==> src/verilog/pio_pkg.sv <==
// parallel port package: widths, reset values, pin positions, cpu port operations
// assumes a single core clock domain; used by pio_port_logic and pio_sync2
package pio_pkg;

	localparam int PORT_W = 8;
	localparam int NUM_PORTS = 4;
	localparam int SYNC_STAGES = 2;

	// value after reset of every port latch, and the fill forced into port 0 for bus cycles
	localparam logic [7:0] LATCH_RST = 8'h00FF;
	localparam logic [7:0] BUS_P0_FILL = 8'h00FF;
	localparam logic [7:0] ONE_BYTE = 8'h0001;
	localparam logic [7:0] ZERO_BYTE = 8'h0000;

	// port numbers
	localparam logic [1:0] PORT_0 = 2'h0;
	localparam logic [1:0] PORT_2 = 2'h2;

	// port 3 alternate function positions
	localparam int P3_SER_RX_BIT = 0;
	localparam int P3_SER_TX_BIT = 1;
	localparam int P3_IRQ0_BIT = 2;
	localparam int P3_IRQ1_BIT = 3;
	localparam int P3_T0_BIT = 4;
	localparam int P3_T1_BIT = 5;
	localparam int P3_WR_BIT = 6;
	localparam int P3_RD_BIT = 7;

	// port 1 alternate function positions
	localparam int P1_ANALOG_LSB = 0;
	localparam int P1_WAVE_CLK_BIT = 2;
	localparam int P1_CAPTURE_LSB = 3;
	localparam int P1_PULSE_LSB = 5;
	localparam int P1_A17_BIT = 7;

	// external address bit positions
	localparam int ADDR_W = 18;
	localparam int ADDR_A16_BIT = 16;
	localparam int ADDR_A17_BIT = 17;

	// cpu port operations
	typedef enum logic [3:0] {
		op_none = 4'h0,
		op_write = 4'h1,
		op_read_pin = 4'h2,
		op_read_latch = 4'h3,
		and_into_op = 4'h4,
		or_into_op = 4'h5,
		xor_into_op = 4'h6,
		op_increment = 4'h7,
		subtract_one_op = 4'h8,
		count_down_loop_op = 4'h9,
		test_clear_jump_op = 4'hA,
		invert_bit_op = 4'hB,
		op_bit_clear = 4'hC,
		op_bit_set = 4'hD,
		op_bit_move_carry = 4'hE
	} pio_op_e;

	// use of port 3 bit 7 during bus cycles
	typedef enum logic [1:0] {
		p37_gpio = 2'b00,
		p37_rd_strobe = 2'b01,
		p37_addr16 = 2'b10
	} pio_p37_e;

endpackage

==> src/verilog/pio_port_logic.sv <==
// four 8-bit bidirectional parallel ports: latches, read paths, alternate functions, bus muxing
// assumes the cpu core, peripherals and bus sequencer run on core_clk; pins are asynchronous
//
// Functional notes
// each port bit is a d latch loaded by the cpu write strobe for that port
// two read paths: stored latch value, or synchronised pin level
// every pin is configured as input or output on its own
// latch one releases the pull-down so the pin can be an input
// ports 1 and 3 with latch one follow the peripheral alternate output
// in bus cycles port 0 drives address/data lines, not the latch; port 2 does so only with bus_hi_used or in page-mode data phases
// ports 0 and 2 give no general-purpose output while acting as bus
// port 0 drives ones only in bus cycles; otherwise open-drain
// port 2 carries address 15:8, or address/data 15:8 in page mode
// port 3 bit 7 is read strobe or address 16; port 1 bit 7 address 17
// port 3 bit 6 is the active-low external write strobe
// port 3 bits 0-5: serial rx, tx, two irqs, two timer inputs
// port 1: analog 0-3 on bits 0-3, wave clock bit 2, capture 0-4 bits 3-7
// port 1 bits 5, 6, 7 are pulse measurement inputs 0, 1, 2
// logic, increment, decrement and jump operations read the latch, not the pin
// bit move, clear, set read all latch bits, change one, write the byte
// reset loads ones into all four latches, releasing all pins
// port 0 carries address 7:0 with data, or address only in page mode
// port 0 latch loads all ones for bus cycles; port 2 latch is kept
// plain reads return the pin level
`timescale 1ns/100ps
module pio_port_logic (
	// clock and reset
	input wire logic core_clk,
	input wire logic srst,
	// cpu port operations
	input wire pio_pkg::pio_op_e cpu_op,
	input wire logic [1:0] cpu_port,
	input wire logic [2:0] cpu_bit,
	input wire logic [7:0] cpu_wdata,
	input wire logic cpu_carry,
	output logic [7:0] cpu_rdata,
	output logic cpu_bit_val,
	output logic cpu_nonzero,
	// external memory bus
	input wire logic bus_active,
	input wire logic bus_page_mode,
	input wire logic bus_addr_phase,
	input wire logic bus_hi_used,
	input wire logic [17:0] bus_addr,
	input wire logic [7:0] bus_wdata,
	input wire logic bus_drive_data,
	input wire logic bus_rd_n,
	input wire logic bus_wr_n,
	input wire logic bus_a17_en,
	input wire pio_pkg::pio_p37_e bus_p37_mode,
	output logic [7:0] bus_rdata,
	// peripheral alternate outputs
	input wire logic [7:0] p1_alt_out,
	input wire logic [7:0] p3_alt_out,
	// peripheral alternate inputs
	output logic serial_rx_in,
	output logic ext_irq_0_n,
	output logic ext_irq_1_n,
	output logic timer_zero_count_in,
	output logic timer_one_count_in,
	output logic waveform_ext_clock_in,
	output logic [4:0] capture_pwm_pin_in,
	output logic [2:0] pulse_meas_in,
	output logic [3:0] analog_input_level,
	// port 0 pins
	input wire logic [7:0] p0_in,
	output logic [7:0] p0_out,
	output logic [7:0] p0_oe_n,
	// port 1 pins
	input wire logic [7:0] p1_in,
	output logic [7:0] p1_out,
	output logic [7:0] p1_oe_n,
	// port 2 pins
	input wire logic [7:0] p2_in,
	output logic [7:0] p2_out,
	output logic [7:0] p2_oe_n,
	// port 3 pins
	input wire logic [7:0] p3_in,
	output logic [7:0] p3_out,
	output logic [7:0] p3_oe_n
);

	////////////////////////////////////////////////////////////////////////////////
	// pin synchronisers

	logic [7:0] pin_raw [0:3];
	logic [7:0] pin_s [0:3];

	assign pin_raw[0] = p0_in;
	assign pin_raw[1] = p1_in;
	assign pin_raw[2] = p2_in;
	assign pin_raw[3] = p3_in;

	genvar gi;
	generate
		for (gi = 0; gi < pio_pkg::NUM_PORTS; gi++)
		begin : g_sync
			pio_sync2 u_sync (
				.core_clk(core_clk),
				.srst(srst),
				.async_in(pin_raw[gi]),
				.sync_out(pin_s[gi])
			);
		end
	endgenerate

	////////////////////////////////////////////////////////////////////////////////
	// cpu operation decode

	logic [7:0] port_latch_reg [0:3];
	logic [7:0] src_latch;
	logic [7:0] bit_mask;
	logic [7:0] op_result;
	logic [7:0] op_rdata;
	logic op_wr;

	always_comb
	begin
		src_latch = port_latch_reg[cpu_port];
		bit_mask = pio_pkg::ONE_BYTE << cpu_bit;
		op_result = src_latch;
		op_rdata = src_latch;
		op_wr = 1'b1;
		case (cpu_op)
			pio_pkg::op_write:
				op_result = cpu_wdata;
			pio_pkg::op_read_pin:
			begin
				op_rdata = pin_s[cpu_port];
				op_wr = 1'b0;
			end
			pio_pkg::and_into_op:
				op_result = src_latch & cpu_wdata;
			pio_pkg::or_into_op:
				op_result = src_latch | cpu_wdata;
			pio_pkg::xor_into_op:
				op_result = src_latch ^ cpu_wdata;
			pio_pkg::op_increment:
				op_result = src_latch + pio_pkg::ONE_BYTE;
			pio_pkg::subtract_one_op, pio_pkg::count_down_loop_op:
				op_result = src_latch - pio_pkg::ONE_BYTE;
			pio_pkg::test_clear_jump_op, pio_pkg::op_bit_clear:
				op_result = src_latch & ~bit_mask;
			pio_pkg::invert_bit_op:
				op_result = src_latch ^ bit_mask;
			pio_pkg::op_bit_set:
				op_result = src_latch | bit_mask;
			pio_pkg::op_bit_move_carry:
				op_result = cpu_carry ? (src_latch | bit_mask) : (src_latch & ~bit_mask);
			// latch read, idle and unused codes leave the latch alone
			default:
				op_wr = 1'b0;
		endcase
	end

	////////////////////////////////////////////////////////////////////////////////
	// port latches

	// port 0 bus fill wins over a cpu write in the same cycle, so the bus never sees stale data
	always_ff @(posedge core_clk)
	begin
		for (int i = 0; i < pio_pkg::NUM_PORTS; i++)
		begin
			if (srst)
				port_latch_reg[i] <= pio_pkg::LATCH_RST;
			else if (i == 0 && bus_active)
				port_latch_reg[i] <= pio_pkg::BUS_P0_FILL;
			else if (op_wr && cpu_port == 2'(i))
				port_latch_reg[i] <= op_result;
		end
	end

	// read data holds until the next operation
	always_ff @(posedge core_clk)
	begin
		if (srst)
		begin
			cpu_rdata <= pio_pkg::ZERO_BYTE;
			cpu_bit_val <= 1'b0;
			cpu_nonzero <= 1'b0;
		end
		else if (cpu_op != pio_pkg::op_none)
		begin
			cpu_rdata <= op_rdata;
			cpu_bit_val <= src_latch[cpu_bit];
			cpu_nonzero <= (op_result != pio_pkg::ZERO_BYTE);
		end
	end

	////////////////////////////////////////////////////////////////////////////////
	// pin drive, next values

	logic [7:0] p0_out_nxt;
	logic [7:0] p0_oe_n_nxt;
	logic [7:0] p1_out_nxt;
	logic [7:0] p1_oe_n_nxt;
	logic [7:0] p2_out_nxt;
	logic [7:0] p2_oe_n_nxt;
	logic [7:0] p3_out_nxt;
	logic [7:0] p3_oe_n_nxt;
	logic [7:0] p1_alt;
	logic [7:0] p3_alt;

	// port 0: strong bus drive, open-drain otherwise
	always_comb
	begin
		p0_out_nxt = port_latch_reg[0];
		p0_oe_n_nxt = port_latch_reg[0];
		if (bus_active)
		begin
			p0_out_nxt = (bus_addr_phase || bus_page_mode) ? bus_addr[7:0] : bus_wdata;
			p0_oe_n_nxt = pio_pkg::LATCH_RST;
			if (bus_addr_phase || bus_page_mode || bus_drive_data)
				p0_oe_n_nxt = pio_pkg::ZERO_BYTE;
		end
	end

	// port 2: latch shows on the pins unless a page-mode data phase or bus_hi_used puts bus bits there
	always_comb
	begin
		p2_out_nxt = port_latch_reg[2];
		p2_oe_n_nxt = port_latch_reg[2];
		if (bus_active && !bus_addr_phase && bus_page_mode)
		begin
			p2_out_nxt = bus_wdata;
			p2_oe_n_nxt = bus_drive_data ? pio_pkg::ZERO_BYTE : pio_pkg::LATCH_RST;
		end
		else if (bus_active && bus_hi_used)
		begin
			p2_out_nxt = bus_addr[15:8];
			p2_oe_n_nxt = pio_pkg::ZERO_BYTE;
		end
	end

	// ports 1 and 3: quasi-bidirectional, only a low is driven; the pull-up is outside
	always_comb
	begin
		p1_alt = p1_alt_out;
		p3_alt = p3_alt_out;
		if (bus_active && bus_a17_en)
			p1_alt[pio_pkg::P1_A17_BIT] = bus_addr[pio_pkg::ADDR_A17_BIT];
		if (bus_active)
		begin
			p3_alt[pio_pkg::P3_WR_BIT] = bus_wr_n;
			case (bus_p37_mode)
				pio_pkg::p37_rd_strobe:
					p3_alt[pio_pkg::P3_RD_BIT] = bus_rd_n;
				pio_pkg::p37_addr16:
					p3_alt[pio_pkg::P3_RD_BIT] = bus_addr[pio_pkg::ADDR_A16_BIT];
				default:
					p3_alt[pio_pkg::P3_RD_BIT] = p3_alt_out[pio_pkg::P3_RD_BIT];
			endcase
		end
		p1_out_nxt = port_latch_reg[1] & p1_alt;
		p3_out_nxt = port_latch_reg[3] & p3_alt;
		p1_oe_n_nxt = p1_out_nxt;
		p3_oe_n_nxt = p3_out_nxt;
	end

	////////////////////////////////////////////////////////////////////////////////
	// registered pin outputs

	// latch reset value releases every pin from the first edge
	always_ff @(posedge core_clk)
	begin
		if (srst)
		begin
			p0_out <= pio_pkg::LATCH_RST;
			p0_oe_n <= pio_pkg::LATCH_RST;
			p1_out <= pio_pkg::LATCH_RST;
			p1_oe_n <= pio_pkg::LATCH_RST;
			p2_out <= pio_pkg::LATCH_RST;
			p2_oe_n <= pio_pkg::LATCH_RST;
			p3_out <= pio_pkg::LATCH_RST;
			p3_oe_n <= pio_pkg::LATCH_RST;
		end
		else
		begin
			p0_out <= p0_out_nxt;
			p0_oe_n <= p0_oe_n_nxt;
			p1_out <= p1_out_nxt;
			p1_oe_n <= p1_oe_n_nxt;
			p2_out <= p2_out_nxt;
			p2_oe_n <= p2_oe_n_nxt;
			p3_out <= p3_out_nxt;
			p3_oe_n <= p3_oe_n_nxt;
		end
	end

	////////////////////////////////////////////////////////////////////////////////
	// bus read data and alternate inputs

	always_ff @(posedge core_clk)
	begin
		if (srst)
			bus_rdata <= pio_pkg::ZERO_BYTE;
		else
			bus_rdata <= bus_page_mode ? pin_s[2] : pin_s[0];
	end

	// analog levels here are digital samples only; the converter taps the pad itself
	always_ff @(posedge core_clk)
	begin
		if (srst)
		begin
			serial_rx_in <= 1'b1;
			ext_irq_0_n <= 1'b1;
			ext_irq_1_n <= 1'b1;
			timer_zero_count_in <= 1'b1;
			timer_one_count_in <= 1'b1;
			waveform_ext_clock_in <= 1'b1;
			capture_pwm_pin_in <= 5'h1F;
			pulse_meas_in <= 3'h7;
			analog_input_level <= 4'hF;
		end
		else
		begin
			serial_rx_in <= pin_s[3][pio_pkg::P3_SER_RX_BIT];
			ext_irq_0_n <= pin_s[3][pio_pkg::P3_IRQ0_BIT];
			ext_irq_1_n <= pin_s[3][pio_pkg::P3_IRQ1_BIT];
			timer_zero_count_in <= pin_s[3][pio_pkg::P3_T0_BIT];
			timer_one_count_in <= pin_s[3][pio_pkg::P3_T1_BIT];
			waveform_ext_clock_in <= pin_s[1][pio_pkg::P1_WAVE_CLK_BIT];
			capture_pwm_pin_in <= pin_s[1][pio_pkg::P1_CAPTURE_LSB +: 5];
			pulse_meas_in <= pin_s[1][pio_pkg::P1_PULSE_LSB +: 3];
			analog_input_level <= pin_s[1][pio_pkg::P1_ANALOG_LSB +: 4];
		end
	end

endmodule

==> src/verilog/pio_sync2.sv <==
// two flip-flop synchroniser for one 8-bit group of pin inputs
// assumes the inputs are asynchronous to core_clk
`timescale 1ns/100ps
module pio_sync2 (
	// clock and reset
	input wire logic core_clk,
	input wire logic srst,
	// data
	input wire logic [7:0] async_in,
	output logic [7:0] sync_out
);

	logic [7:0] meta_r;

	// first stage is read by the second stage only
	always_ff @(posedge core_clk)
	begin
		if (srst)
		begin
			meta_r <= pio_pkg::LATCH_RST;
			sync_out <= pio_pkg::LATCH_RST;
		end
		else
		begin
			meta_r <= async_in;
			sync_out <= meta_r;
		end
	end

endmodule
==> config.mk <==
export PLATFORM = sky130hd
export DESIGN_NAME = pio_port_logic
export DESIGN_NICKNAME = d
export VERILOG_FILES = /design/src/verilog/pio_pkg.sv /design/src/verilog/pio_port_logic.sv /design/src/verilog/pio_sync2.sv
export SDC_FILE = /design/constraint.sdc
export NUM_CORES = 1
export LEC_CHECK = 0
export CORE_AREA = 2 2 129 100
export CTS_CLUSTER_DIAMETER = 120
export DETAILED_ROUTE_END_ITERATION = 8
export DIE_AREA = 0 0 131 102
export DONT_BUFFER_PORTS = 1
export GPL_ROUTABILITY_DRIVEN = 1
export GPL_TIMING_DRIVEN = 1
export PLACE_DENSITY = 0.88
export RECOVER_POWER = 100
export SLEW_MARGIN = 20
export SYNTH_ARGS = -nofsm -noshare
export SYNTH_HDL_FRONTEND = slang
export SYNTH_SLANG_ARGS = --single-unit
==> constraint.sdc <==
create_clock -name core_clk -period 7.6 [get_ports core_clk]
set_input_delay 1.14 -clock core_clk [delete_from_list [all_inputs] [get_ports core_clk]]
set_output_delay 1.14 -clock core_clk [all_outputs]
set_load 0.01 [all_outputs]
# Word level (Yosys, flattened, before mapping)
# Memory sizes are Yosys's and may differ from the RTL's.
# Index checks and enable logic that the tools add are counted.
[word_totals]
regBits = 148
ramBits = 32
mem_count = 1
[memory_table]
columns = ["name", "words", "width", "rd", "rd_clocked_by_memory_dff", "write_ports", "line_no", "source"]
rows = [
  ["port_latch_reg", 4, 8, 5, 0, 4, "pio_port_logic.sv:110", "logic [7:0] port_latch_reg [0:3];"],
]
[op_classes]
addsub = 2
n_lt_le_gt_ge = 2
n_eq_ne = 18
n_shift = 1
n_mux = 45
bitwise_logic = 15
n_reduce_logical = 17
[op_table]
columns = ["operator", "n"]
rows = [
  ["2-to-1 mux 8 bit", 19],
  ["case mux 8 bit (10 select lines)", 1],
  ["bitwise AND 8 bit", 4],
  ["equality test 4 bit, second input constant", 7],
  ["2-to-1 mux 1 bit", 21],
  ["binary-select mux 8 bit (select 2 bit)", 1],
  ["equality test 4 x 3 -> 1 bit, second input constant", 4],
  ["OR 8 bit", 2],
  ["XOR 8 bit", 2],
  ["OR reduction 12 bit", 1],
  ["adder 8 x 1 -> 8 bit, second input constant", 1],
  ["logical AND 1 bit", 8],
  ["inverter 8 bit", 1],
  ["nonzero test 8 bit", 1],
  ["<< shifter 1 x 3 -> 8 bit, first input constant", 1],
  ["subtractor 8 x 1 -> 8 bit, second input constant", 1],
  ["equality test 2 bit, second input constant", 3],
  ["OR 1 bit", 5],
  ["equality test 2 x 1 -> 1 bit, second input constant", 2],
  ["equality test 4 x 1 -> 1 bit, second input constant", 1],
  ["equality test 4 x 2 -> 1 bit, second input constant", 1],
  ["< comparator 3 x 4 -> 1 bit, second input constant", 1],
  ["nonzero test 4 bit", 1],
  ["OR reduction 2 bit", 2],
  ["other kinds (8)", 9],
]

# Logic depth before layout (Yosys ltp)
[depth]
word_depth = 9
mapped_depth = 12
depth_no_buf = 10

# By module
# A second synthesis with hierarchy kept.
[unflattened]
hier_cells = 794
area_unflattened_um2 = 7955.1
[modules_own_cells]
columns = ["mod", "instances", "cells_each", "area_each_um2", "seq_area_each_um2"]
rows = [
  ["pio_port_logic", 1, 662, 6228.5, 2542.4],
  ["pio_sync2", 4, 33, 431.7, 320.3],
]

# Worst setup path after synthesis
# Ideal clock, no wire load.
[synth_path]
path_kind = "input port to flip-flop"
start = "input cpu_port[1]"
end = "memory port_latch_reg[2][7], data pin"
arrival_ns = 3.841
required_ns = 7.308
path_slack_ns = 3.467
path_stages = 12
n_path_buf = 2
cell_sequence = "buf_2 clkbuf_1 mux4_2 ha_1 a21o_1 a31oi_1 a31o_1 a21oi_2 or3_1 a2111o_1 nand3_2 nand2_1"
[synth_rtl]
columns = ["item", "line_no", "source"]
rows = [
  ["start, declared", "pio_port_logic.sv:32", "input wire logic [1:0] cpu_port,"],
  ["end, declared", "pio_port_logic.sv:110", ""],
]

# Worst setup path after layout
[layout_path]
start = "input cpu_op[1]"
end = "register cpu_nonzero"
[layout_via]
elab_chain_cells = 4
elab_cells_between_ends = 17
cone_classes = "eq/ne (12); mux (1); reduce/logical (4)"
[layout_lines]
columns = ["item", "line_no", "source"]
rows = [
  ["start, declared", "pio_port_logic.sv:31", "input wire pio_pkg::pio_op_e cpu_op,"],
  ["equality test 4 bit", "pio_port_logic.sv:124", "case (cpu_op)"],
  ["OR reduction 2 bit", "pio_port_logic.sv:124", ""],
  ["case mux 8 bit (10 select lines)", "pio_port_logic.sv:124", ""],
  ["nonzero test 8 bit", "pio_port_logic.sv:186", "cpu_nonzero <= (op_result != pio_pkg::ZERO_BYTE);"],
  ["end signal, assigned", "pio_port_logic.sv:186", ""],
  ["end, declared", "pio_port_logic.sv:38", "output logic cpu_nonzero,"],
]
# Several ways; a longest one is shown, not always the timed one.
# A chain may end at the register's enable or synchronous reset.

==> impl_metrics.env <==
export IMPL_status="finished, violations left"
export IMPL_violations="capacitance limit, slew limit"
export IMPL_switching_power_uw=541
export IMPL_dieArea_um2=13400
export IMPL_min_path_cells=1
export IMPL_grt_pass1_vias=5193
export IMPL_cts_htree_levels=4
export IMPL_finalSetupViolCount=0
export IMPL_hold_viol=0
export IMPL_synth_nets=867
export IMPL_start_util_pct=63.7
export IMPL_finalNetCount=820
export IMPL_fp_dieH_um=102
export IMPL_fmax_mhz=210
export IMPL_ys_ff_latch=175
export IMPL_p_seq_share_pct=49.4
export IMPL_ioPinCount=204
export IMPL_async_reset_ff_share_pct=0
export IMPL_endpoint_kind="flop"
export IMPL_grtUsageMet2_pct=46.4
export IMPL_min_to="g_sync[2].u_sync.sync_out[2]"
export IMPL_syn_area_um2=7670
export IMPL_vias=5494
export IMPL_worstPathArrival_ns=5.02
export IMPL_yosysSeqAreaShare_pct=49.9
export IMPL_grt_usage_pct=29.2
export IMPL_crit_start="cpu_op[1]"
export IMPL_insertedDiodeCount=0
export IMPL_min_period_ns=4.75
export IMPL_yosys_cell_types_count=74
export IMPL_slew_viol_final=23
export IMPL_wire_per_inst_um=21.7
export IMPL_switching_share_pct=26.0
export IMPL_reg2reg_slack_ns=4.02
export IMPL_design_core_area_um2=12000
export IMPL_cts_tree="done"
export IMPL_grt_max_degree=138
export IMPL_grt_use_met3_pct=7.12
export IMPL_syn_avg_cell_area_um2=10.2
export IMPL_cp_required_ns=7.87
export IMPL_cts_repair_resize_count=0
export IMPL_cts_buffer_depth=2
export IMPL_syn_inst=754
export IMPL_worst_pin_slew_ns=1.54
export IMPL_clock_sinks=175
export IMPL_postRouteAntennaNets=0
export IMPL_drive_above_1_share_pct=20.0
export IMPL_crit_fanout=19
export IMPL_wl_mm=19.2
export IMPL_die_x_um=131
export IMPL_cp_start_kind="input pin"
export IMPL_leakage_uw=0.00310
export IMPL_rsz0062_at_grt="false"
export IMPL_finalSetupTns_ns=0
export IMPL_pre_cts_ws_ns=3.56
export IMPL_ys_warn_count=0
export IMPL_r2r_cells=9
export IMPL_syn_to_final_growth_pct=5.82
export IMPL_routed_via_density=6.20
export IMPL_drt_iter0_markers=614
export IMPL_powerDensity_nw_per_um2=257
export IMPL_cts_made_buffers=17
export IMPL_post_cts_buffers=0
export IMPL_clk_pin_slew_ns=0.07
export IMPL_overflow=0
export IMPL_grtUsageMet1_pct=39.9
export IMPL_timing_final_ws_setup_ns=2.85
export IMPL_ys_flop_type="dfxtp_1"
export IMPL_synth_edf_count=32
export IMPL_clock_root_buffer="clkbuf_16"
export IMPL_max_cap_violations=2
export IMPL_period_share_pct=62.6
export IMPL_slew_headroom_pct=-3.07
export IMPL_first_pass_iters=5
export IMPL_r2r_start="port_latch_reg[2][0]"
export IMPL_grt_antenna_before_repair=0
export IMPL_drc=0
export IMPL_clk_latency_ns=0.43
export IMPL_postCtsHoldBufs=0
export IMPL_combPwrFrac_pct=8.0
export IMPL_rows=35
export IMPL_grt_busiest_layer="met2"
export IMPL_p_clk_share_pct=42.6
export IMPL_irDropWorstVdd_mv=0.191
export IMPL_path_class="input pin to flop"
export IMPL_r2r_end="cpu_nonzero"
export IMPL_hp_start="g_sync[2].u_sync.meta_r[2]"
export IMPL_grt_pass1_wl_mm=29.2
export IMPL_dp_hpwl_mm=13.7
export IMPL_io_buffers=0
export IMPL_globalplace_congestion=0.985
export IMPL_fillers=848
export IMPL_fin_worst_skew_ns=0.0138
export IMPL_holdCritPathClass="flop to flop"
export IMPL_intPower_uw=1540
==> cells by family (layout without fill, tap and decap cells) <==
| family | after synthesis | after routing | share of synthesized area [%] |
|---|---|---|---|
| and+or+nand+nor | 278 | 278 | 19.0 |
| buffers and inverters | 87 | 53 | 5.58 |
| muxes | 56 | 56 | 10.3 |
| adders and majority gates | 10 | 10 | 1.70 |
| xor gates and xnor gates | 9 | 9 | 1.03 |
| AOI/OAI and AO/OA | 139 | 139 | 12.5 |
| DFF | 175 | 175 | 49.9 |
==> power groups by stage <==
stage | Combinational, uW | Sequential (uW) | Clock, uW
floorplan | 167 | 1040 | 0
global placement | 165 | 1050 | 0
detailed placement | 166 | 1050 | 0
CTS | 168 | 1030 | 891
global route | 184 | 1030 | 935
finish | 167 | 1030 | 888
==> critical path: stages <==
cell and delay (ns):
nor3b_1 1.19, inv_1 0.29, fa_1 0.50, xor2_1 0.15, nor2_1 0.05, a2111oi_0 1.08
and3_1 0.29, and4_1 0.21, a41oi_1 0.12
==> stage by stage <==
step / hold WS, ns / total power [uW] / instance area [um^2] / std cells / utilization, %
2_1_floorplan: 0.389 / 1200 / 7670 / 754 / -
3_5_place_dp: 0.393 / 1220 / 7530 / 854 / 62.6
6_report: 0.401 / 2080 / 8120 / 886 / 67.4
4_1_cts: 0.402 / 2090 / 8150 / 886 / 67.7
5_1_grt: 0.417 / 2150 / 8120 / 886 / 67.4
3_3_place_gp: 0.393 / 1210 / 7530 / 854 / 62.5
==> layer usage <==
metal | part of all wire (%) | up-vias
li1 | - | 2516
met1 | 41 | 2613
met2 | 48 | 332
met3 | 9.8 | 33
met4 | 1.7 | 0
met5 | 0 | -
==> final cells by class <==
type | instances | area (um^2) | share of cell area (%)
clock buffer | 17 | 425 | 5.24
tap | 166 | 208 | 2.56
multi-input combinational | 492 | 3390 | 41.7
sequential | 175 | 3820 | 47.1
clock inverter | 15 | 194 | 2.39
inverter | 21 | 78.8 | 0.971
==> Yosys cell counts (all sizes together), types with 5 or more instances <==
cell type | instances | area [um^2]
dfxtp | 143 | 2860
or2 | 87 | 544
nand2 | 70 | 263
nor2 | 49 | 184
clkbuf | 34 | 128
mux2i | 34 | 340
buf | 32 | 221
edfxtp | 32 | 961
a21o | 28 | 210
o21ai | 28 | 140
a21oi | 27 | 143
inv | 20 | 75.1
mux4 | 18 | 405
nand2b | 15 | 93.8
nand3 | 11 | 60.1
nor3 | 11 | 60.1
a211oi | 10 | 75.1
ha | 8 | 100
nor3b | 6 | 56.3
xor2 | 6 | 52.6
a31oi | 5 | 31.3
nor2b | 5 | 31.3
==> worst max path at each step <==
| stage | endpoint | slack, ns | cells after the start |
|---|---|---|---|
| 2_1_floorplan | port_latch_reg[2][7] | 3.47 | 12 |
| 3_3_place_gp | port_latch_reg[2][7] | 3.62 | 10 |
| 3_5_place_dp | cpu_nonzero | 3.56 | 9 |
| 4_1_cts | cpu_nonzero | 4.01 | 9 |
| 5_1_grt | cpu_nonzero | 2.45 | 9 |
| 6_report | cpu_nonzero | 2.85 | 9 |
==> cell usage in the layout, fill, tap and decap left out, types with 5 or more instances in the layout <==
cell       count
a21oi_1       27
mux4_2        18
clkbuf_16     17
nor2b_1        5
or2_2         87
a211oi_1      10
mux2i_1       34
nor3_1        11
o21ai_0       27
edfxtp_1      32
ha_1           8
nor2_1        49
nand2_1       70
dfxtp_1      143
a21o_1        28
xor2_1         6
nand3_1       11
nor3b_1        6
inv_1         20
nand2b_1      15
a31oi_1        5
Note: power is estimated with default switching activity, not from simulation.
